[config.mk]
export PLATFORM = sky130hd
export DESIGN_NAME = parallel_output_port_strobe
export DESIGN_NICKNAME = d
export VERILOG_FILES = /design/src/core/port_out_pkg.sv /design/src/core/parallel_output_port_strobe.sv /design/src/core/phase_divider.sv
export SDC_FILE = /design/constraint.sdc
export NUM_CORES = 1
export LEC_CHECK = 0
export BUFFER_PORTS_ARGS = -buffer_cell sky130_fd_sc_hd__buf_2
export CORE_MARGIN = 2
export CORE_UTILIZATION = 35
export DETAILED_ROUTE_END_ITERATION = 6
export HOLD_SLACK_MARGIN = 0.05
export SLEW_MARGIN = 20
export SYNTH_ARGS = -nofsm -noshare
export SYNTH_HDL_FRONTEND = slang
export SYNTH_SLANG_ARGS = --single-unit
[constraint.sdc]
create_clock -name core_clk_i -period 1.9 [get_ports core_clk_i]
set_input_delay 0.38 -clock core_clk_i [delete_from_list [all_inputs] [get_ports core_clk_i]]
set_output_delay 0.38 -clock core_clk_i [all_outputs]
set_load 0.02 [all_outputs]
[src/core/port_out_pkg.sv]
// Package for the parallel output port and strobe B block
// Summary of operation
// - Direction bit one drives pin seven; zero leaves it as input only.
// - Mask zero: pin seven follows a general latch loaded by writes, reset to zero.
// - Mask one: timer data bit copied to pin on compare match or force.
// - Port A pins change at E fall; direction changes at phase-two fall.
// - Port B pins are always outputs: address in expanded, data otherwise.
// - Expanded mode: port B accesses go external, internal read enable stays low.
// - Single-chip port B read returns the last value written, not the pin.
// - Single-chip port B write latches bus data; reset drives pins to zero.
// - Expanded: high address latch transparent while address strobe high.
// - Port B write updates pins at phase-two fall; never changes during a read.
// - Expanded: high address held one quarter cycle after E falls.
// - Expanded: strobe pin carries latched read/write; single-chip carries strobe B.
// - Polarity bit zero gives active-low strobe B; one gives active high.
// - Handshake off selects simple strobe; on, direction picks input or output handshake.
// - Simple strobe starts at phase-two rise after a port B write.
// - Input handshake starts strobe at phase-two rise after latched-data read.
// - Output handshake starts strobe at phase-two rise after latched-data write.
// - Handshake off or pulse mode: strobe ends two E periods after start.
// - Interlocked: partner gives strobe A edge; strobe ends at next phase-two rise.
// - Pulse and handshake bits written one during active strobe end it at next phase-two rise.
// - Port A bit seven reads always return the sensed pin level.
package port_out_pkg;

  // Byte offsets of the APB registers
  localparam logic [7:0] PORT_A_OFFSET = 8'h00;
  localparam logic [7:0] PORT_B_OFFSET = 8'h04;
  localparam logic [7:0] PORT_C_LATCHED_OFFSET = 8'h08;
  localparam logic [7:0] PARALLEL_CTRL_OFFSET = 8'h0C;
  localparam logic [7:0] PORT_A_CTRL_OFFSET = 8'h10;
  localparam logic [7:0] TIMER_CTRL_OFFSET = 8'h14;
  localparam logic [7:0] STATUS_OFFSET = 8'h18;

  // Parallel control register fields
  localparam int HANDSHAKE_ENABLE_BIT = 4;
  localparam int OIN_BIT = 3;
  localparam int PLS_BIT = 2;
  localparam int EGA_BIT = 1;
  localparam int STROBE_B_POLARITY_BIT = 0;
  // Port A control and timer control fields
  localparam int DIR7_BIT = 7;
  localparam int MASK7_BIT = 1;
  localparam int DATA7_BIT = 0;
  localparam int FORCE_BIT = 2;

  localparam logic [7:0] PORT_B_RESET = 8'h00;
  localparam logic [4:0] CTRL_RESET = 5'h00;

  // Quarter-E phase counter; E period is four quarters of QUARTER_CYCLES clocks
  localparam int QUARTER_NS = 40;
  localparam int CLK_NS = 10;
  localparam int QUARTER_CYCLES = (QUARTER_NS + CLK_NS - 1) / CLK_NS;
  localparam logic [1:0] PH_E_RISE = 2'h0;
  localparam logic [1:0] PH_PH2_FALL = 2'h1;
  localparam logic [1:0] PH_E_FALL = 2'h2;
  localparam logic [1:0] PH_PH2_RISE = 2'h3;
  // Strobe length in phase-two rises: two full E periods
  localparam logic [1:0] STROBE_E_PERIODS = 2'h2;

  typedef enum logic [1:0] {SIMPLE_STROBE, INPUT_HANDSHAKE, OUTPUT_HANDSHAKE} strobe_mode_e;

  // Phase enables carried together
  typedef struct packed {
    logic e_rise;
    logic ph2_fall;
    logic e_fall;
    logic ph2_rise;
    logic e_high;
  } phase_s;

endpackage

[src/core/parallel_output_port_strobe.sv]
// Port A pin seven, port B and the read/write or strobe B pin
`timescale 1ns/10ps
module parallel_output_port_strobe
(
  input wire logic core_clk_i,
  input wire logic rst_i,
  input wire logic psel,
  input wire logic penable,
  input wire logic pwrite,
  input wire logic [7:0] paddr,
  input wire logic [31:0] pwdata,
  output logic [31:0] prdata,
  output logic pready,
  output logic pslverr,
  input wire logic expanded_mode_select_i,
  input wire logic [7:0] high_address_i,
  input wire logic bus_read_write_i,
  input wire logic compare_one_match_i,
  input wire logic input_strobe_a_i,
  input wire logic port_a_pin_seven_i,
  output logic port_a_pin_seven_o,
  output logic port_a_pin_seven_oe_o,
  output logic [7:0] port_b_o,
  output logic output_strobe_b_o,
  output logic address_latch_strobe_o,
  output logic e_clock_o,
  output logic port_b_read_enable_o,
  output logic port_c_latched_read_o,
  output logic port_c_latched_write_o
);
  import port_out_pkg::*;

  ////////////////////////////////////////////////////////////////////////////////
  // Bus decode

  phase_s phase;
  logic wr_en;
  logic rd_en;
  logic port_b_write_strobe;
  logic port_b_read;
  logic ctrl_write;

  // Bus decode helper for one register offset
  function automatic logic hit(input logic [7:0] addr, input logic [7:0] offset);
    hit = (addr == offset);
  endfunction

  phase_divider u_phase
  (
    .core_clk_i(core_clk_i),
    .rst_i(rst_i),
    .phase_o(phase)
  );

  // Single access cycle, no wait states; unmapped addresses give pslverr
  assign pready = 1'b1;
  assign wr_en = psel && penable && pwrite;
  assign rd_en = psel && penable && !pwrite;
  // In expanded mode port B belongs to the external bus
  assign port_b_write_strobe = wr_en && hit(paddr, PORT_B_OFFSET) && !expanded_mode_select_i;
  assign port_b_read = rd_en && hit(paddr, PORT_B_OFFSET) && !expanded_mode_select_i;
  assign port_b_read_enable_o = port_b_read;
  assign port_c_latched_read_o = rd_en && hit(paddr, PORT_C_LATCHED_OFFSET);
  assign port_c_latched_write_o = wr_en && hit(paddr, PORT_C_LATCHED_OFFSET);
  assign ctrl_write = wr_en && hit(paddr, PARALLEL_CTRL_OFFSET);
  assign e_clock_o = phase.e_high;

  ////////////////////////////////////////////////////////////////////////////////
  // Control registers

  logic [4:0] parallel_io_control_reg;
  logic pin7_direction_bit;
  logic pin7_direction_reg;
  logic timer_override_mask_pin7;
  logic timer_override_data_pin7;
  logic port_a_latch_reg;
  logic force_pending_reg;
  logic match_pending_reg;
  logic handshake_enable;
  logic handshake_direction;
  logic pulse_mode_select;
  logic strobe_b_polarity;
  strobe_mode_e strobe_mode;

  assign handshake_enable = parallel_io_control_reg[HANDSHAKE_ENABLE_BIT];
  assign handshake_direction = parallel_io_control_reg[OIN_BIT];
  assign pulse_mode_select = parallel_io_control_reg[PLS_BIT];
  assign strobe_b_polarity = parallel_io_control_reg[STROBE_B_POLARITY_BIT];

  // Parallel control register
  always_ff @(posedge core_clk_i or posedge rst_i)
  begin
    if (rst_i)
      parallel_io_control_reg <= CTRL_RESET;
    else if (ctrl_write)
      parallel_io_control_reg <= pwdata[4:0];
  end

  // Port A direction, timer mask and timer data as written
  always_ff @(posedge core_clk_i or posedge rst_i)
  begin
    if (rst_i)
    begin
      pin7_direction_bit <= 1'b0;
      timer_override_mask_pin7 <= 1'b0;
      timer_override_data_pin7 <= 1'b0;
    end
    else
    begin
      if (wr_en && hit(paddr, PORT_A_CTRL_OFFSET))
        pin7_direction_bit <= pwdata[DIR7_BIT];
      if (wr_en && hit(paddr, TIMER_CTRL_OFFSET))
      begin
        timer_override_mask_pin7 <= pwdata[MASK7_BIT];
        timer_override_data_pin7 <= pwdata[DATA7_BIT];
      end
    end
  end

  // General port A latch, cleared at reset
  always_ff @(posedge core_clk_i or posedge rst_i)
  begin
    if (rst_i)
      port_a_latch_reg <= 1'b0;
    else if (wr_en && hit(paddr, PORT_A_OFFSET))
      port_a_latch_reg <= pwdata[7];
  end

  // Compare and force events wait for the next E fall; a new event wins over the clear
  always_ff @(posedge core_clk_i or posedge rst_i)
  begin
    if (rst_i)
    begin
      force_pending_reg <= 1'b0;
      match_pending_reg <= 1'b0;
    end
    else
    begin
      if (wr_en && hit(paddr, TIMER_CTRL_OFFSET) && pwdata[FORCE_BIT])
        force_pending_reg <= 1'b1;
      else if (phase.e_fall)
        force_pending_reg <= 1'b0;
      if (compare_one_match_i)
        match_pending_reg <= 1'b1;
      else if (phase.e_fall)
        match_pending_reg <= 1'b0;
    end
  end

  ////////////////////////////////////////////////////////////////////////////////
  // Port A pin seven

  // Pin data changes only at the E fall
  always_ff @(posedge core_clk_i or posedge rst_i)
  begin
    if (rst_i)
      port_a_pin_seven_o <= 1'b0;
    else if (phase.e_fall)
    begin
      if (!timer_override_mask_pin7)
        port_a_pin_seven_o <= port_a_latch_reg;
      else if (force_pending_reg || match_pending_reg)
        port_a_pin_seven_o <= timer_override_data_pin7;
    end
  end

  // Direction takes effect at the phase-two fall
  always_ff @(posedge core_clk_i or posedge rst_i)
  begin
    if (rst_i)
      pin7_direction_reg <= 1'b0;
    else if (phase.ph2_fall)
      pin7_direction_reg <= pin7_direction_bit;
  end

  assign port_a_pin_seven_oe_o = pin7_direction_reg;

  ////////////////////////////////////////////////////////////////////////////////
  // Port B

  logic [7:0] output_port_b_reg;
  logic [7:0] port_b_pending_reg;
  logic port_b_update_reg;
  logic address_latch_strobe_reg;
  logic read_write_latch_reg;

  // Address strobe high from phase-two rise to E rise, so the address holds one quarter past E fall
  always_ff @(posedge core_clk_i or posedge rst_i)
  begin
    if (rst_i)
      address_latch_strobe_reg <= 1'b0;
    else if (phase.ph2_rise || phase.e_rise)
      address_latch_strobe_reg <= phase.ph2_rise;
  end
  assign address_latch_strobe_o = address_latch_strobe_reg;

  // Write data waits for the phase-two fall, so a read cycle never sees a change
  always_ff @(posedge core_clk_i or posedge rst_i)
  begin
    if (rst_i)
    begin
      port_b_pending_reg <= PORT_B_RESET;
      port_b_update_reg <= 1'b0;
    end
    else if (port_b_write_strobe)
    begin
      port_b_pending_reg <= pwdata[7:0];
      port_b_update_reg <= 1'b1;
    end
    else if (phase.ph2_fall && !port_b_read)
      port_b_update_reg <= 1'b0;
  end

  // Output latch: write data or transparent high address
  always_ff @(posedge core_clk_i or posedge rst_i)
  begin
    if (rst_i)
      output_port_b_reg <= PORT_B_RESET;
    else if (expanded_mode_select_i)
    begin
      // Held through E fall and the following quarter until strobe rises
      if (address_latch_strobe_reg)
        output_port_b_reg <= high_address_i;
    end
    else if (phase.ph2_fall && port_b_update_reg && !port_b_read)
      output_port_b_reg <= port_b_pending_reg;
  end

  assign port_b_o = output_port_b_reg;

  // Read/write latch shares address timing
  always_ff @(posedge core_clk_i or posedge rst_i)
  begin
    if (rst_i)
      read_write_latch_reg <= 1'b1;
    else if (address_latch_strobe_reg)
      read_write_latch_reg <= bus_read_write_i;
  end

  ////////////////////////////////////////////////////////////////////////////////
  // Strobe B

  logic strobe_latch_reg;
  logic start_pending_reg;
  logic end_pending_reg;
  logic [1:0] strobe_count_reg;
  logic strobe_a_prev_reg;
  logic strobe_a_edge;
  logic strobe_b_begin;
  logic strobe_b_finish;
  logic start_event;

  // Mode select from handshake and direction bits
  always_comb
  begin
    if (!handshake_enable)
      strobe_mode = SIMPLE_STROBE;
    else if (handshake_direction)
      strobe_mode = OUTPUT_HANDSHAKE;
    else
      strobe_mode = INPUT_HANDSHAKE;
  end

  // Start events by mode
  always_comb
  begin
    start_event = 1'b0;
    unique case (strobe_mode)
      SIMPLE_STROBE: start_event = port_b_write_strobe;
      INPUT_HANDSHAKE: start_event = port_c_latched_read_o;
      OUTPUT_HANDSHAKE: start_event = port_c_latched_write_o;
    endcase
  end

  // Strobe A edge sensed per the selected edge bit
  always_ff @(posedge core_clk_i or posedge rst_i)
  begin
    if (rst_i)
      strobe_a_prev_reg <= 1'b0;
    else
      strobe_a_prev_reg <= input_strobe_a_i;
  end
  assign strobe_a_edge = (input_strobe_a_i != strobe_a_prev_reg) &&
    (input_strobe_a_i == parallel_io_control_reg[EGA_BIT]);

  // Pending start and end requests, released at the phase-two rise
  always_ff @(posedge core_clk_i or posedge rst_i)
  begin
    if (rst_i)
    begin
      start_pending_reg <= 1'b0;
      end_pending_reg <= 1'b0;
    end
    else
    begin
      if (start_event)
        start_pending_reg <= 1'b1;
      else if (phase.ph2_rise)
        start_pending_reg <= 1'b0;
      if (strobe_latch_reg && handshake_enable && !pulse_mode_select && strobe_a_edge)
        end_pending_reg <= 1'b1;
      else if (ctrl_write && pwdata[HANDSHAKE_ENABLE_BIT] && pwdata[PLS_BIT] && strobe_latch_reg)
        end_pending_reg <= 1'b1;
      else if (phase.ph2_rise)
        end_pending_reg <= 1'b0;
    end
  end

  assign strobe_b_begin = phase.ph2_rise && start_pending_reg;
  // Timed end after two E periods unless interlocked; a pending end request ends it at the next rise
  assign strobe_b_finish = phase.ph2_rise && strobe_latch_reg && (end_pending_reg ||
    ((!handshake_enable || pulse_mode_select) && strobe_count_reg == STROBE_E_PERIODS));

  // Period count of the active strobe
  always_ff @(posedge core_clk_i or posedge rst_i)
  begin
    if (rst_i)
      strobe_count_reg <= 2'h0;
    else if (strobe_b_begin)
      strobe_count_reg <= 2'h1;
    else if (phase.ph2_rise && strobe_latch_reg && strobe_count_reg != STROBE_E_PERIODS)
      strobe_count_reg <= strobe_count_reg + 2'h1;
  end

  // Strobe latch; a new start wins over a finish in the same edge
  always_ff @(posedge core_clk_i or posedge rst_i)
  begin
    if (rst_i)
      strobe_latch_reg <= 1'b0;
    else if (strobe_b_begin)
      strobe_latch_reg <= 1'b1;
    else if (strobe_b_finish)
      strobe_latch_reg <= 1'b0;
  end

  // Pin: latched read/write in expanded mode, strobe with chosen polarity otherwise
  always_comb
  begin
    if (expanded_mode_select_i)
      output_strobe_b_o = read_write_latch_reg;
    else if (strobe_b_polarity)
      output_strobe_b_o = strobe_latch_reg;
    else
      output_strobe_b_o = !strobe_latch_reg;
  end

  ////////////////////////////////////////////////////////////////////////////////
  // Read data

  // Read mux; port B returns buffer in single-chip and zero in expanded mode, pin seven returns sensed level
  always_comb
  begin
    prdata = 32'h0000_0000;
    pslverr = 1'b0;
    if (hit(paddr, PORT_A_OFFSET))
      prdata[7] = port_a_pin_seven_i;
    else if (hit(paddr, PORT_B_OFFSET))
      prdata[7:0] = expanded_mode_select_i ? 8'h00 : output_port_b_reg;
    else if (hit(paddr, PORT_C_LATCHED_OFFSET))
      prdata = 32'h0000_0000;
    else if (hit(paddr, PARALLEL_CTRL_OFFSET))
      prdata[4:0] = parallel_io_control_reg;
    else if (hit(paddr, PORT_A_CTRL_OFFSET))
      prdata[DIR7_BIT] = pin7_direction_bit;
    else if (hit(paddr, TIMER_CTRL_OFFSET))
      prdata[1:0] = {timer_override_mask_pin7, timer_override_data_pin7};
    else if (hit(paddr, STATUS_OFFSET))
      prdata[1:0] = {strobe_latch_reg, port_b_update_reg};
    else
      pslverr = psel && penable;
  end
endmodule

[src/core/phase_divider.sv]
// Divider that makes E and phase-two edge enables
`timescale 1ns/10ps
module phase_divider
(
  input wire logic core_clk_i,
  input wire logic rst_i,
  output port_out_pkg::phase_s phase_o
);
  import port_out_pkg::*;

  logic [7:0] tick_reg;
  logic [1:0] quarter_reg;
  logic quarter_end;

  assign quarter_end = (tick_reg == 8'(QUARTER_CYCLES - 1));

  // Clock-cycle count inside one quarter of E
  always_ff @(posedge core_clk_i or posedge rst_i)
  begin
    if (rst_i)
      tick_reg <= 8'h00;
    else if (quarter_end)
      tick_reg <= 8'h00;
    else
      tick_reg <= tick_reg + 8'h01;
  end

  // Quarter index: four per E period
  always_ff @(posedge core_clk_i or posedge rst_i)
  begin
    if (rst_i)
      quarter_reg <= 2'h0;
    else if (quarter_end)
      quarter_reg <= quarter_reg + 2'h1;
  end

  // One-cycle enables at each quarter boundary, E high during quarters 0 and 1
  always_comb
  begin
    phase_o.e_rise = quarter_end && (quarter_reg == PH_PH2_RISE);
    phase_o.ph2_fall = quarter_end && (quarter_reg == PH_E_RISE);
    phase_o.e_fall = quarter_end && (quarter_reg == PH_PH2_FALL);
    phase_o.ph2_rise = quarter_end && (quarter_reg == PH_E_FALL);
    phase_o.e_high = (quarter_reg == PH_E_RISE) || (quarter_reg == PH_PH2_FALL);
  end
endmodule

=== After elaboration in Yosys (flattened, before gate mapping) ===
Cells that the tools add are included.

* Mux-type cells: 44
* Equal/unequal tests: 18
* Reduce and logical (&&, ||, !) cells: 57
* Add/sub/neg operators: 3

{| class="wikitable"
|+ Operator list
! kind !! count
|-
| 8-bit two-way mux || 6
|-
| 1-bit logical AND || 33
|-
| 1-bit two-way mux || 26
|-
| 8-bit by 5-bit equality test with 1-bit output, second input constant || 3
|-
| 8-bit by 4-bit equality test with 1-bit output, second input constant || 2
|-
| 2-bit two-way mux || 8
|-
| 2-bit nonzero test || 7
|-
| 8-bit by 1-bit adder with 8-bit output, second input constant || 1
|-
| 2-bit equality test, second input constant || 4
|-
| 8-bit by 2-bit equality test with 1-bit output, second input constant || 1
|-
| 8-bit by 3-bit equality test with 1-bit output, second input constant || 1
|-
| 8-bit zero test || 1
|-
| 7-bit two-way mux || 1
|-
| 1-bit zero test || 6
|-
| 1-bit logical OR || 5
|-
| 5-bit two-way mux || 1
|-
| 2-bit by 1-bit adder with 2-bit output, second input constant || 2
|-
| 2-bit by 1-bit equality test with 1-bit output, second input constant || 2
|-
| 2-bit zero test || 2
|-
| 2-bit by 1-bit inequality test with 1-bit output, second input constant || 2
|-
| 2-bit AND reduction || 2
|-
| 3-bit two-way mux || 1
|-
| 1-bit one-hot mux with 3 select lines || 1
|-
| 3-bit nonzero test || 1
|-
| other kinds (3) || 3
|}

* Logic and storage cells: 143
* Input bits: 58
* Output and inout bits: 50
* Flip-flop bits (word level): 48

=== Logic depth before layout (Yosys ltp) ===
* Depth after elaboration: 8
* Gate-level depth with buffers: 6
* Depth with buffers taken out: 6

=== Modules after synthesis ===
Synthesis repeated with hierarchy kept, for this count alone.

* Cells, all modules: 266
* Area total of the unflattened synthesis: 2,782.7 sq um

{| class="wikitable"
|+ By module, submodules not included
! module !! sequential area each (sq um) !! instances !! cells an instance !! area each (sq um)
|-
| parallel_output_port_strobe || 952.2 || 1 || 220 || 2,272.2
|-
| phase_divider || 250.2 || 1 || 46 || 510.5
|}

=== Least setup slack after synthesis ===
OpenSTA, ideal clock, no wires.

* Path kind: input-to-output
* Start point: input port expanded_mode_select_i
* End point: output port prdata[0]
* Required time: 1,520 ps
* Data arrival time: 1,534 ps
* Setup slack: -14 ps
* Buffers on the path: 2
* Cell stages on the path: 5
* Cells stage by stage: clkbuf_1 -> clkbuf_1 -> nor2b_1 -> a21oi_1 -> a21oi_1

* Cells in the longest elaborated chain, start to end: 3

{| class="wikitable"
|+ Ends and longest elaborated chain
! what !! RTL line !! RTL
|-
| start: declaration || parallel_output_port_strobe.sv:15 || <nowiki>input wire logic expanded_mode_select_i,</nowiki>
|-
| 8-bit two-way mux || parallel_output_port_strobe.sv:358 || <nowiki>prdata[7:0] = expanded_mode_select_i ? 8'h00 : output_port_b_reg;</nowiki>
|-
| 8-bit two-way mux || parallel_output_port_strobe.sv:357 || <nowiki>else if (hit(paddr, PORT_B_OFFSET))</nowiki>
|-
| 7-bit two-way mux || parallel_output_port_strobe.sv:355 || <nowiki>if (hit(paddr, PORT_A_OFFSET))</nowiki>
|-
| end: declaration || parallel_output_port_strobe.sv:12 || <nowiki>output logic [31:0] prdata,</nowiki>
|}

Every way passes these cells.

=== Worst setup path in the final report ===
* Start point: input port paddr[4]
* End point: output port prdata[3]

* Cells in the longest elaborated chain, start to end: 5
* Elaborated cells between the ends (all ways): 8
* Classes of those cells: 3 x eq/ne; 4 x mux; 1 x reduce/logical

{| class="wikitable"
|+ Ends and longest elaborated chain
! what !! RTL line !! RTL
|-
| start: declaration || parallel_output_port_strobe.sv:10 || <nowiki>input wire logic [7:0] paddr,</nowiki>
|-
| 8-bit by 4-bit equality test with 1-bit output || parallel_output_port_strobe.sv:45 || <nowiki>hit = (addr == offset);</nowiki>
|-
| 3-bit two-way mux || parallel_output_port_strobe.sv:361 || <nowiki>else if (hit(paddr, PARALLEL_CTRL_OFFSET))</nowiki>
|-
| 5-bit two-way mux || parallel_output_port_strobe.sv:359 || <nowiki>else if (hit(paddr, PORT_C_LATCHED_OFFSET))</nowiki>
|-
| 8-bit two-way mux || parallel_output_port_strobe.sv:357 ||
|-
| 7-bit two-way mux (*) || parallel_output_port_strobe.sv:355 ||
|}

Mark *: on every way between the ends. The rest lies on a longest branch, timed or not.

==> flow_summary.yaml <==
cells_and_area:
  nFillCells: 719
  nets: 403
  layout-drive-gt1-share: 0.5000
  num_antenna_cells: 0
  fin_area_um2: 3558
  area_growth_pct: 31.73
  fin_util: 0.4678
timing:
  fin_ws_ps: -28.72
  period_needed_ps: 1929
  hold_viol: 0
  skew_ps: 5.985
  setup-violations-final: 3
  setup_tns_ps: -33.81
  rsz0062_at_grt: "yes"
  fmax_ghz: 0.5185
  period_share: 1.015
  slew_viol_final: 0
  holdWs_ps: 69.63
critical_path:
  cp_max_fo: 5
  cp_common_cell: "buf_6"
  critPathLaunchType: "input port"
  reg2reg_slack_ps: 140
  crit_slowest_cell: "nor4_4"
  cp-end-kind: "output port"
  cp_cell_sequence: "buf_8 -> nor4_4 -> buf_6 -> and4_4 -> nand2_2 -> a21oi_2 -> buf_6"
  path_class: "input port to output port"
  cp.required_ps: 1520
  arrival_ps: 1550
  slowest_delay_ps: 310
detailed_routing:
  drtAntennaViolNets: 0
  drt-pass1-iter-count: 6
  drt-initial-drc-count: 85
  drc_errors: 0
  via_per_inst: 4.860
  avgRoutedWirePerCell_um: 14.49
  routed-via-count: 2148
  routed_wl_um: 6404
clock_network:
  cts_sinks: 48
  cts_tree: "built"
  clockBufferDepth: 2
  clockRootBuffer: "clkbuf_8"
  h-tree-depth: 2
  clock_latency_ps: 300
  cts_hold_buf: 0
  numCtsBuffers: 5
  clkTransAtPathRegs_ps: 90
pwr:
  p_leak_nw: 1.763
  irDropWorstVdd_uv: 225.2
  power_density_nw_per_um2: 584.7
die:
  initial_utilization: 0.3551
  core_um2: 7607
  die_h_um: 91.85
  pin_count: 108
  die_w_um: 91.85
  fp.dieArea_um2: 8436
  num_rows: 32
place:
  placed_cell_area_um2: 3229
  hpwl_um: 5046
  pre_cts_ws_ps: -114.8
  gp_routability_congestion: 0.9051
  numPortBuffers: 58
yosys:
  ys_top_cells_by_area: "dfrtp_1 (44%), mux2_2 (12%), buf_4 (6.9%)"
  syn_area_um2: 2701
  synth_warnings: 0
  synth-main-ff-cell: "dfrtp_1"
  seq_area_frac_synth: 0.4451
  yosys.cell_types.count: 47
  synth_area_leader_cell: "dfrtp_1"
  syn_inst: 248
  synth-seq-cells: 48
  syn_area_per_cell_um2: 10.89
  synthArstFlopShare: 1.000
  yosysTopAreaCellShare: 0.4354
  synth-edff-count: 0
global_route:
  grt_pass1_vias: 2069
  grt_usage: 0.1581
  grt_pass1_wl_um: 10510
  antenna_found_initial: 0
  grt_start_max_net_pins: 32
  grt_overflow: 0
hold_path:
  min_path_type: "input port to asynchronous set/reset pin"
run_status:
  status: "finished with violations"
  violations: "setup timing"
run:
  drv_cap: 0
==> worst paths after layout <==
| check | start | end | cells after the start |
|---|---|---|---|
| max | paddr[4] | prdata[3] | 7 |
| min | rst_i | port_b_pending_reg[2] | 2 |
| max reg2reg | u_phase.tick_reg[5] | port_b_o[2] | 5 |
| min reg2reg | u_phase.tick_reg[0] | u_phase.tick_reg[0] | 1 |
| max in group asynchronous | rst_i | read_write_latch_reg | 3 |
| min in group core_clk_i | input_strobe_a_i | strobe_a_prev_reg | 1 |
==> through the flow <==
step,power (mW),cells
floorplan,1.271,271
detailed placement,1.351,427
CTS,2.092,440
finish,2.081,442
global placement,1.348,427
global route,2.174,442
==> cells in the mapped netlist (all sizes together), types with 2 or more instances <==
cell	count
clkbuf	3
inv	11
and3	7
xor2	3
nand2	19
dfrtp	47
a21o	3
nand2b	3
mux2	37
o21ai	7
xnor2	6
nand4	3
nor4	4
conb	2
ha	6
a22o	3
or2	2
nor4b	2
buf	27
a21oi	12
nor2	8
nor3	5
o2111ai	2
nand3	11
==> cell type report <==
class,instances,area [µm²],area share
multi-input cells,182,1443,0.4054
flip-flops and latches,48,1202,0.3379
repair buffers,91,633.1,0.1779
well taps,102,127.6,0.03586
clock buffers,5,68.82,0.01934
clock inverters,3,42.54,0.01196
inverters,11,41.29,0.01160
==> worst max-delay path: cells and delay by family <==
family	cells	cell delay, ps
simple gates	3	600
compound gates	1	160
buf+inv	3	390
==> cells by family after synthesis <==
family                   count (synthesis)  synth area share
AO/OA/AOI/OAI                           35           0.08431
AND/OR/NAND/NOR                         70            0.1505
multiplexers                            37            0.1654
buffers and inverters                   41           0.09495
flip-flops                              48            0.4451
XOR/XNOR                                 9           0.02918
other                                    2          0.002780
adder cells (fa/ha/maj)                  6           0.02779
==> power by group <==
part           switching [mW]  internal [mW]  leakage (nW)  total [mW]
Clock                   0.343          0.390        0.0541       0.733
Sequential             0.0187           1.04         0.646        1.06
Combinational           0.171          0.114          1.06       0.285
==> metal layers <==
| metal | track usage | up-vias | part of all wire |
|---|---|---|---|
| met5 | 0 | - | 0 |
| met4 | 0.04975 | 0 | 0.010 |
| met3 | 0.02794 | 4 | 0.047 |
| met2 | 0.2531 | 76 | 0.48 |
| met1 | 0.2186 | 1053 | 0.46 |
| li1 | - | 1015 | - |
==> repair_timing <==
| action | CTS | global route |
|---|---|---|
| pin swaps | 6 | 4 |
| gates cloned | 1 | 0 |
| endpoints found under the setup margin | 8 | 23 |
| hold endpoints to repair | 0 | 0 |
| resized for setup | 27 | 20 |
| buffers inserted | 4 | 2 |
==> placed cells by master, fill, tap and decap left out, types with 2 or more instances in the layout <==
master    instances
dfrtp_1          47
buf_2            45
buf_4            36
mux2_2           29
conb_1           25
nand2_1          15
inv_1             9
nand3_1           9
a21oi_2           9
mux2_4            8
o21ai_0           7
nor2_1            6
xnor2_1           6
buf_6             6
and3_1            5
ha_1              5
clkbuf_8          5
nand4_1           3
xor2_1            3
a21o_1            3
a22o_1            3
nand2b_1          3
a21oi_1           3
nand2_2           3
nor4_4            2
nor4b_2           2
nor3_4            2
nor4_1            2
nand3_2           2
nor2_2            2
nor3_1            2
inv_2             2
buf_8             2
buf_12            2
No activity file was read; power rests on OpenSTA's default activity.
